### src/trace_msg_pkg.sv
// Shared codes, field widths and carrier types for the trace message encoder
package trace_msg_pkg;

  // ----------------------------------------------------------------
  // Transfer codes
  // ----------------------------------------------------------------
  typedef enum logic [5:0] {
    DIRECT_BRANCH_MSG        = 6'h03,
    INDIRECT_BRANCH_MSG      = 6'h04,
    DATA_WRITE_MSG           = 6'h05,
    DATA_READ_MSG            = 6'h06,
    TRACE_SYNC_MSG           = 6'h09,
    DIRECT_BRANCH_SYNC_MSG   = 6'h0B,
    INDIRECT_BRANCH_SYNC_MSG = 6'h0C,
    DATA_WRITE_SYNC_MSG      = 6'h0D,
    DATA_READ_SYNC_MSG       = 6'h0E,
    RESOURCE_FULL_MSG        = 6'h1B,
    CORRELATION_MSG          = 6'h21,
    TRACE_WATCH_HIT_MSG      = 6'h38,
    BRANCH_TARGET_MSG        = 6'h39,
    RMW_TRACE_MSG            = 6'h3A,
    RMW_TRACE_SYNC_MSG       = 6'h3B
  } tcode_e;

  localparam logic [5:0] EXTENSION_CODE = 6'h3F;   // Held back, never sent

  // ----------------------------------------------------------------
  // Packet widths
  // ----------------------------------------------------------------
  localparam logic [5:0] W_TCODE  = 6'h06;
  localparam logic [5:0] W_ICNT   = 6'h08;
  localparam logic [5:0] W_EVT    = 6'h02;
  localparam logic [5:0] W_ADDR   = 6'h20;
  localparam logic [5:0] W_DATA   = 6'h20;
  localparam logic [5:0] W_RKIND  = 6'h04;
  localparam logic [5:0] W_RDATA  = 6'h08;
  localparam logic [5:0] W_CEVENT = 6'h04;
  localparam logic [5:0] W_SIZE   = 6'h02;
  localparam logic [5:0] W_RMW    = 6'h02;
  localparam logic [5:0] W_BIT    = 6'h05;
  localparam logic [5:0] W_WMASK  = 6'h02;

  // Reset values
  localparam logic [2:0] FIELD_CNT_RST = 3'h0;
  localparam logic [5:0] WORDS_RST     = 6'h00;

  // ----------------------------------------------------------------
  // Carriers
  // ----------------------------------------------------------------
  typedef struct packed {
    tcode_e      code;
    logic [1:0]  event_ident;
    logic [1:0]  access_size;
    logic [1:0]  rmw_kind;
    logic [4:0]  bit_index;
    logic [7:0]  instr_count;
    logic [3:0]  resource_kind;
    logic [7:0]  resource_data;
    logic [3:0]  correlation_event;
    logic [1:0]  watch_fired_mask;
    logic [31:0] address;
    logic [31:0] data;
  } trace_req_s;

  typedef struct packed {
    logic [31:0] val;
    logic [5:0]  width;
    logic        varlen;
  } field_s;

  typedef struct packed {
    logic [2:0]      count;
    field_s [3:0]    f;
  } msg_plan_s;

endpackage

### src/trace_message_encoder.sv
// Trace message encoder: turns trace requests into packetised port words
//
// Behaviour
// RULE1: Every message opens with the six-bit transfer code, then its packets in order.
// RULE2: Variable packets drop leading zeroes but always end on a port word.
// RULE3: Fixed packets are always sent at full width.
// RULE4: All listed message kinds leave through the auxiliary output port.
// RULE5: The tool writes debug registers over JTAG, never over this port.
// RULE6: Direct branch uses code 3 and one eight-bit instruction count.
// RULE7: Indirect branch uses code 4: event id, count, relative address.
// RULE8: Direct branch with sync uses code 11: count, absolute address.
// RULE9: Indirect branch with sync uses code 12: event id, count, absolute address.
// RULE10: Branch with target uses code 57: count, relative address.
// RULE11: Program sync uses code 9: count and full program counter.
// RULE12: Resource full uses code 27: four-bit kind, eight-bit data.
// RULE13: Correlation uses code 33: four-bit event, eight-bit count.
// RULE14: Data write and read use codes 5 and 6: size, address, data.
// RULE15: Synced data write and read use codes 13 and 14.
// RULE16: Read-modify-write uses code 58: kind, bit index, relative address.
// RULE17: Synced read-modify-write uses code 59: kind, bit index, absolute address.
// RULE18: Trace watchpoint hit uses code 56 and a two-bit fired mask.
// RULE19: Code 63 is never sent.
// RULE20: Unassigned codes are never sent; such requests are refused.
`timescale 1ns/1ps
module trace_message_encoder #(
  parameter int PORT_W = 4
) (
  // Clock, reset, enable
  input  wire logic                      ref_clk,
  input  wire logic                      reset,
  input  wire logic                      ce,
  // Trace request
  input  wire logic                      req_valid,
  input  wire trace_msg_pkg::trace_req_s req,
  output logic                           req_ready,
  output logic                           bad_code,
  // Auxiliary output port
  output logic                           trace_valid,
  output logic [PORT_W-1:0]              trace_data,
  output logic                           pkt_end,
  output logic                           msg_end
);
  import trace_msg_pkg::*;

  // ----------------------------------------------------------------
  // Helpers
  // ----------------------------------------------------------------

  // Build one packet descriptor
  function automatic field_s slot(logic [31:0] v, logic [5:0] w, logic vl);
    field_s s;
    s.val = v;
    s.width = w;
    s.varlen = vl;
    return s;
  endfunction

  // Port words needed for a packet; variable ones shed leading zeroes
  function automatic logic [5:0] field_words(field_s f);
    logic [5:0] bits;
    bits = f.width;                                             // RULE3
    if (f.varlen) begin
      bits = 6'h01;
      for (int i = 0; i < 32; i++) begin
        if (f.val[i]) begin
          bits = 6'(i + 1);                                     // RULE2
        end
      end
    end
    return 6'((int'(bits) + PORT_W - 1) / PORT_W);              // RULE2
  endfunction

  // Packet layout per message kind; count of zero marks a refused code
  function automatic msg_plan_s plan_msg(trace_req_s r);
    msg_plan_s p;
    logic [31:0] icnt;
    p = '0;
    icnt = {24'h0, r.instr_count};
    p.f[0] = slot({26'h0, r.code}, W_TCODE, 1'b0);              // RULE1
    unique case (r.code)
      DIRECT_BRANCH_MSG: begin                                  // RULE6
        p.count = 3'h2;
        p.f[1] = slot(icnt, W_ICNT, 1'b1);
      end
      INDIRECT_BRANCH_MSG, INDIRECT_BRANCH_SYNC_MSG: begin      // RULE7 RULE9
        p.count = 3'h4;
        p.f[1] = slot({30'h0, r.event_ident}, W_EVT, 1'b0);
        p.f[2] = slot(icnt, W_ICNT, 1'b1);
        p.f[3] = slot(r.address, W_ADDR, 1'b1);
      end
      TRACE_SYNC_MSG, DIRECT_BRANCH_SYNC_MSG, BRANCH_TARGET_MSG: begin  // RULE8 RULE10 RULE11
        p.count = 3'h3;
        p.f[1] = slot(icnt, W_ICNT, 1'b1);
        p.f[2] = slot(r.address, W_ADDR, 1'b1);
      end
      RESOURCE_FULL_MSG: begin                                  // RULE12
        p.count = 3'h3;
        p.f[1] = slot({28'h0, r.resource_kind}, W_RKIND, 1'b0);
        p.f[2] = slot({24'h0, r.resource_data}, W_RDATA, 1'b1);
      end
      CORRELATION_MSG: begin                                    // RULE13
        p.count = 3'h3;
        p.f[1] = slot({28'h0, r.correlation_event}, W_CEVENT, 1'b0);
        p.f[2] = slot(icnt, W_ICNT, 1'b1);
      end
      DATA_WRITE_MSG, DATA_READ_MSG,
      DATA_WRITE_SYNC_MSG, DATA_READ_SYNC_MSG: begin            // RULE14 RULE15
        p.count = 3'h4;
        p.f[1] = slot({30'h0, r.access_size}, W_SIZE, 1'b0);
        p.f[2] = slot(r.address, W_ADDR, 1'b1);
        p.f[3] = slot(r.data, W_DATA, 1'b1);
      end
      RMW_TRACE_MSG, RMW_TRACE_SYNC_MSG: begin                  // RULE16 RULE17
        p.count = 3'h4;
        p.f[1] = slot({30'h0, r.rmw_kind}, W_RMW, 1'b0);
        p.f[2] = slot({27'h0, r.bit_index}, W_BIT, 1'b0);
        p.f[3] = slot(r.address, W_ADDR, 1'b1);
      end
      TRACE_WATCH_HIT_MSG: begin                                // RULE18
        p.count = 3'h2;
        p.f[1] = slot({30'h0, r.watch_fired_mask}, W_WMASK, 1'b0);
      end
      default: begin                                            // RULE19 RULE20
        p.count = FIELD_CNT_RST;
      end
    endcase
    return p;
  endfunction

  // ----------------------------------------------------------------
  // Serialiser state
  // ----------------------------------------------------------------
  logic        busy;
  logic        next_busy;
  msg_plan_s   plan;
  msg_plan_s   next_plan;
  logic [1:0]  field;
  logic [1:0]  next_field;
  logic [31:0] shift;
  logic [31:0] next_shift;
  logic [5:0]  words_left;
  logic [5:0]  next_words_left;
  logic        next_bad_code;

  // Next-state: accept, shift out words, step through packets
  always_comb begin
    msg_plan_s  p;
    logic [1:0] nf;
    p = plan_msg(req);
    nf = field + 2'h1;
    next_busy = busy;
    next_plan = plan;
    next_field = field;
    next_shift = shift;
    next_words_left = words_left;
    next_bad_code = 1'b0;
    if (busy) begin
      if (words_left == 6'h01) begin
        if ({1'b0, field} == plan.count - 3'h1) begin
          next_busy = 1'b0;
        end else begin
          next_field = nf;                                      // RULE1
          next_shift = plan.f[nf].val;
          next_words_left = field_words(plan.f[nf]);
        end
      end else begin
        next_shift = shift >> PORT_W;
        next_words_left = words_left - 6'h01;
      end
    end else if (req_valid) begin
      if (p.count == FIELD_CNT_RST) begin
        next_bad_code = 1'b1;                                   // RULE20
      end else begin
        next_busy = 1'b1;                                       // RULE4
        next_plan = p;
        next_field = 2'h0;
        next_shift = p.f[0].val;
        next_words_left = field_words(p.f[0]);
      end
    end
  end

  // Registers, frozen while the enable is low
  always_ff @(posedge ref_clk or posedge reset) begin
    if (reset) begin
      busy <= 1'b0;
      plan <= '0;
      field <= 2'h0;
      shift <= 32'h0;
      words_left <= WORDS_RST;
      bad_code <= 1'b0;
    end else if (ce) begin
      busy <= next_busy;
      plan <= next_plan;
      field <= next_field;
      shift <= next_shift;
      words_left <= next_words_left;
      bad_code <= next_bad_code;
    end
  end

  // Port outputs
  assign req_ready = !busy;
  assign trace_valid = busy;
  assign trace_data = shift[PORT_W-1:0];
  assign pkt_end = busy && (words_left == 6'h01);               // RULE2
  assign msg_end = pkt_end && ({1'b0, field} == plan.count - 3'h1);

  // ----------------------------------------------------------------
  // Checks
  // ----------------------------------------------------------------
  a_refuse_unknown: assert property (@(posedge ref_clk) disable iff (reset) // RULE20
    ce && !busy && req_valid && plan_msg(req).count == 3'h0 |=> bad_code && !busy)
    else $error("unassigned code was not refused");
  a_no_extension: assert property (@(posedge ref_clk) disable iff (reset) // RULE19
    busy |-> plan.f[0].val[5:0] != EXTENSION_CODE)
    else $error("reserved extension code sent");
  a_code_first: assert property (@(posedge ref_clk) disable iff (reset) // RULE1
    $rose(busy) |-> field == 2'h0 && shift[5:0] == plan.f[0].val[5:0] && !plan.f[0].varlen)
    else $error("message does not open with its code");
  a_fixed_width: assert property (@(posedge ref_clk) disable iff (reset) // RULE3
    busy && !plan.f[field].varlen && ($rose(busy) || $changed(field))
      |-> int'(words_left) == (int'(plan.f[field].width) + PORT_W - 1) / PORT_W)
    else $error("fixed packet truncated");
  a_packet_close: assert property (@(posedge ref_clk) disable iff (reset) // RULE2
    ce && pkt_end && !msg_end |=> busy && (field == $past(field) + 2'h1))
    else $error("packet did not end on a port word");
  a_msg_close: assert property (@(posedge ref_clk) disable iff (reset) // RULE4
    ce && msg_end |=> !busy && req_ready)
    else $error("message did not close");
  a_direct_branch: assert property (@(posedge ref_clk) disable iff (reset) // RULE6
    busy && plan.f[0].val[5:0] == 6'h03 |-> plan.count == 3'h2 && plan.f[1].width == W_ICNT)
    else $error("direct branch layout wrong");
  a_indirect_branch: assert property (@(posedge ref_clk) disable iff (reset) // RULE7
    busy && plan.f[0].val[5:0] == 6'h04 |-> plan.count == 3'h4
      && plan.f[1].width == W_EVT && plan.f[2].width == W_ICNT && plan.f[3].width == W_ADDR)
    else $error("indirect branch layout wrong");
  a_data_trace: assert property (@(posedge ref_clk) disable iff (reset) // RULE14
    busy && (plan.f[0].val[5:0] == 6'h05 || plan.f[0].val[5:0] == 6'h06) |-> plan.count == 3'h4
      && plan.f[1].width == W_SIZE && plan.f[3].width == W_DATA)
    else $error("data trace layout wrong");
  a_rmw_trace: assert property (@(posedge ref_clk) disable iff (reset) // RULE16
    busy && plan.f[0].val[5:0] == 6'h3A |-> plan.f[2].width == W_BIT && !plan.f[2].varlen)
    else $error("read-modify-write layout wrong");

  // Layout of the synchronised and vendor program trace kinds
  a_direct_sync: assert property (@(posedge ref_clk) disable iff (reset) // RULE8
    busy && plan.f[0].val[5:0] == 6'h0B
      |-> plan.count == 3'h3 && plan.f[1].width == W_ICNT
      && plan.f[2].width == W_ADDR)
    else $error("direct branch with sync layout wrong");
  a_indirect_sync: assert property (@(posedge ref_clk) disable iff (reset) // RULE9
    busy && plan.f[0].val[5:0] == 6'h0C
      |-> plan.count == 3'h4 && plan.f[1].width == W_EVT
      && plan.f[2].width == W_ICNT && plan.f[3].width == W_ADDR)
    else $error("indirect branch with sync layout wrong");
  a_branch_target: assert property (@(posedge ref_clk) disable iff (reset) // RULE10
    busy && plan.f[0].val[5:0] == 6'h39
      |-> plan.count == 3'h3 && plan.f[1].width == W_ICNT
      && plan.f[2].width == W_ADDR)
    else $error("branch with target layout wrong");
  a_trace_sync: assert property (@(posedge ref_clk) disable iff (reset) // RULE11
    busy && plan.f[0].val[5:0] == 6'h09
      |-> plan.count == 3'h3 && plan.f[1].width == W_ICNT
      && plan.f[2].width == W_ADDR)
    else $error("program sync layout wrong");

  // Layout of the resource, correlation, data and watchpoint kinds
  a_resource_full: assert property (@(posedge ref_clk) disable iff (reset) // RULE12
    busy && plan.f[0].val[5:0] == 6'h1B
      |-> plan.count == 3'h3 && plan.f[1].width == W_RKIND
      && !plan.f[1].varlen && plan.f[2].width == W_RDATA)
    else $error("resource full layout wrong");
  a_correlation: assert property (@(posedge ref_clk) disable iff (reset) // RULE13
    busy && plan.f[0].val[5:0] == 6'h21
      |-> plan.count == 3'h3 && plan.f[1].width == W_CEVENT
      && !plan.f[1].varlen && plan.f[2].width == W_ICNT)
    else $error("correlation layout wrong");
  a_data_sync: assert property (@(posedge ref_clk) disable iff (reset) // RULE15
    busy && (plan.f[0].val[5:0] == 6'h0D || plan.f[0].val[5:0] == 6'h0E)
      |-> plan.count == 3'h4 && plan.f[1].width == W_SIZE
      && plan.f[2].width == W_ADDR && plan.f[3].width == W_DATA)
    else $error("synced data trace layout wrong");
  a_rmw_sync: assert property (@(posedge ref_clk) disable iff (reset) // RULE17
    busy && plan.f[0].val[5:0] == 6'h3B
      |-> plan.count == 3'h4 && plan.f[1].width == W_RMW
      && plan.f[2].width == W_BIT && plan.f[3].width == W_ADDR)
    else $error("synced read-modify-write layout wrong");
  a_watch_hit: assert property (@(posedge ref_clk) disable iff (reset) // RULE18
    busy && plan.f[0].val[5:0] == 6'h38
      |-> plan.count == 3'h2 && plan.f[1].width == W_WMASK
      && !plan.f[1].varlen)
    else $error("trace watchpoint hit layout wrong");

  // Port behaviour: refusals, trimming and freezing
  a_extension_refused: assert property (@(posedge ref_clk) disable iff (reset) // RULE19
    ce && !busy && req_valid && req.code == EXTENSION_CODE |=> bad_code && !trace_valid)
    else $error("extension code was not refused");
  a_refuse_pulse: assert property (@(posedge ref_clk) disable iff (reset) // RULE20
    ce && !req_valid |=> !bad_code)
    else $error("refusal pulse outlived its request");
  a_zero_trim: assert property (@(posedge ref_clk) disable iff (reset) // RULE2
    pkt_end && plan.f[field].varlen && trace_data == '0 |-> plan.f[field].val == 32'h0)
    else $error("variable packet kept a leading zero word");
  a_frozen_port: assert property (@(posedge ref_clk) disable iff (reset) // RULE4
    !ce |=> $stable(trace_data) && $stable(trace_valid) && $stable(pkt_end))
    else $error("port moved while the enable was low");
  a_plan_held: assert property (@(posedge ref_clk) disable iff (reset) // RULE1
    ce && busy |=> $stable(plan))
    else $error("packet plan changed inside a message");

endmodule

### config.mk
export PLATFORM = sky130hd
export DESIGN_NAME = trace_message_encoder
export DESIGN_NICKNAME = d
export VERILOG_FILES = /design/src/trace_msg_pkg.sv /design/src/trace_message_encoder.sv
export SDC_FILE = /design/constraint.sdc
export NUM_CORES = 1
export LEC_CHECK = 0
export ABC_CLOCK_PERIOD_IN_PS = 6360
export BUFFER_PORTS_ARGS = -buffer_cell sky130_fd_sc_hd__buf_2
export CORE_ASPECT_RATIO = 0.8
export CORE_MARGIN = 4
export CORE_UTILIZATION = 45
export DETAILED_ROUTE_END_ITERATION = 8
export PLACE_DENSITY = 0.68
export SETUP_SLACK_MARGIN = 0.15
export SKIP_CTS_REPAIR_TIMING = 1
export SYNTH_ARGS = -nofsm -noshare
export SYNTH_HDL_FRONTEND = slang
export SYNTH_SLANG_ARGS = --single-unit
### constraint.sdc
create_clock -name ref_clk -period 6.36 [get_ports ref_clk]
set_input_delay 1.272 -clock ref_clk [delete_from_list [all_inputs] [get_ports ref_clk]]
set_output_delay 1.272 -clock ref_clk [all_outputs]
set_load 0.02 [all_outputs]
==> impl_results.md <==
- Power density cells: 376 mW/mm²
- CTS tree: done
- Number of flops mapped to enable cells by yosys: 0
- Routed Antenna Nets: 0
- Initial antenna violation count: 0
- Core area: 0.0159 mm²
- Slew margin rel.: 26.9%
- Pleak: 3.91 nW
- CP Cell Sequence: buf_2, nand2b_1, nor4_1, nor3_1, a311oi_1, or2_1, o21ai_0, or3_1, nand3_1
- Setup violations, final: 0
- # rows: 41
- Routed via count: 6964
- Most frequent cells in the layout: nand2_1 (183), dfrtp_1 (132), nor2_1 (128), buf_2 (119), nand3_1 (38)
- Post-synth top flop: dfrtp_1
- Crit path kind: in -> reg
- DR vias/cell: 5.97
- Initial Util: 46.0%
- Clock buffer depth: 2
- Total track usage: 24.6%
- Antenna Cells: 0
- First-pass GRT wire length: 34900 µm
- Die Y: 122 µm
- Top Family by Delay on Critical Path: simple AND/OR/NAND/NOR gates
- Total Routed Length: 21600 µm
- Later-pin clock latency in the skew report: 430 ps
- Final hold violations: 0
- 1st-iter DRT viols: 796
- Worst setup SP type: input port
- Die ar.: 0.0183 mm²
- Crit path max-delay cell type: nor4_1
- CP arrival: 4600 ps
- Mean Syn Cell Area: 8.52 µm²
- Crit path buf inv count: 1
- Minimum clock period: 4240 ps
- Num ports: 120
- VDD IR max: 0.226 mV
- Layout cell share with drive strength beyond 1: 19.1%
- Most common library cell in the layout ignoring fill and taps: nand2_1
- Fin. max-slew vios: 0
- Vias in the first global route: 6556
- Worst hold margin: 462 ps
- Wire length per cell: 18.6 µm
- CTS root buf: clkbuf_16
- Sum of negative setup slack: 0 ps
- Pin count of the biggest net entering global routing: 85
- Fraction of registers with async set/reset: 100%
- Layout net count: 1052
- Kind of end point of the critical path: register
- Port Buffers: 119
- #FFs+latches synth: 132
- TritonCTS buffer count: 17
- Pre-Repair DR Iteration Count: 5
- Post-synthesis sequential area ratio: 45.3%
- Crit path required time: 6720 ps
- Clk_skew: 9.13 ps
- Netlist cell types: 67
- Routability Congestion: 0.903
- Syn_nets: 970
- Layout area overhead: 17.8%
- RSZ-0062 raised after global routing: no
- DRC Markers: 0
- Worst Path Max Fanout: 18
- Global route total overflow: 0
- Slew @ Worst Pin: 1090 ps
- CTS Sinks: 132
- FMAX: 236 MHz
- Largest stage delay, worst path: 870 ps
- Clock-pin slew on the worst setup and hold paths: 60 ps
- DP Wirelength: 15300 µm
- Ys Warns: 0
- Die width: 150 µm
- Post-Syn Area: 0.00729 mm²
- Max-capacitance violation count: 0
- Hold crit path type: reg -> reg
- # H-tree levels: 4
- Outcome: finished clean
- Period utilisation layout: 66.7%
- Synth Instances: 856
[metal layers]
layer,vias up,global-route usage [%],wire (µm)
met5,-,0,0
met4,0,6.97,292
met3,23,5.50,2060
li1,3274,-,-
met2,330,33.1,8830
met1,3337,39.2,10500
[power breakdown]
part           internal (mW)  leakage [nW]  switching (mW)
clock                  0.558         0.281           0.401
sequential              1.07          1.71           0.193
combinational          0.403          1.92           0.607
[worst register-to-register path, cell delays in order (launching register included)]
cell and delay, ps:
dfrtp_1 660, buf_4 390, nor2b_1 700, buf_4 350, o2bb2ai_1 250, nand2b_1 200, a2111oi_0 500, a211oi_1 210
a32o_1 290, a211oi_1 180, nand3_1 100
[path summary, 6_finish.rpt]
| kind | startpoint | end | slack (ps) | depth (start not counted) |
|---|---|---|---|---|
| setup / recovery | req[105] | words_left[1] | 2120 | 9 |
| min in group asynchronous | reset | shift[1] | 1100 | 2 |
| max in group asynchronous | reset | plan[151] | 4050 | 3 |
| hold reg to reg | plan[50] | plan[50] | 460 | 2 |
| setup reg to reg | field[0] | words_left[2] | 2410 | 10 |
| hold / removal | plan[50] | plan[50] | 460 | 2 |
[area by class of cell]
class,count,area [µm²]
repair buffers,133,701
well taps,215,269
multi-input cells,640,3690
clock buffers,18,439
inverters,14,55.1
fillers,1463,7260
clock inverters,14,140
flip-flops and latches,132,3300
[per-stage QoR]
step / cells / instance area, µm² / setup WS, ps / total power [mW] / util (%)
after CTS: 1166 / 8600 / 2170 / 3.23 / 54.2
after global placement: 1134 / 8020 / 1870 / 2.25 / 50.6
after detailed placement: 1134 / 8020 / 1730 / 2.27 / 50.6
after floorplan: 856 / 7290 / 1560 / 1.98 / -
after global routing: 1166 / 8600 / 1860 / 3.42 / 54.2
final: 1166 / 8600 / 2120 / 3.23 / 54.2
[kinds of logic (layout without fill, tap and decap cells)]
kind of cell / after synthesis / after routing / synth area share [%]
compound gates: 207 / 207 / 22.0
xor+xnor: 8 / 8 / 0.961
fa+ha+maj: 3 / 3 / 0.515
buf+inv: 84 / 179 / 4.72
flops: 132 / 132 / 45.3
mux: 9 / 9 / 2.42
simple gates: 413 / 413 / 24.1
[sequential cells by signal (all words and copies together) (netlist names)]
register / count
plan: 90
shift: 32
words_left: 6
field: 2
bad_code: 1
trace_valid: 1
[synthesized netlist by cell type, types with 5 or more instances]
cell type | number | area share (%)
buf_2 | 5 | 0.34
o22ai_1 | 10 | 0.86
a22o_1 | 6 | 0.72
nor2_1 | 130 | 6.7
a222oi_1 | 14 | 1.9
or2_2 | 5 | 0.43
nand3_1 | 38 | 2.6
inv_1 | 14 | 0.72
a21oi_1 | 12 | 0.82
dfrtp_1 | 132 | 45
a22oi_1 | 15 | 1.5
o211ai_1 | 7 | 0.72
nor2b_1 | 5 | 0.43
o2111ai_1 | 15 | 1.8
a221oi_1 | 36 | 4.3
nor3_1 | 11 | 0.75
o21ai_0 | 33 | 2.3
nand2_1 | 184 | 9.5
o41ai_1 | 5 | 0.60
clkbuf_1 | 58 | 3.0
xnor2_1 | 6 | 0.72
a31oi_1 | 11 | 0.94
nand2b_1 | 10 | 0.86
a311o_1 | 7 | 0.96
(Power assumes the default switching activity.)
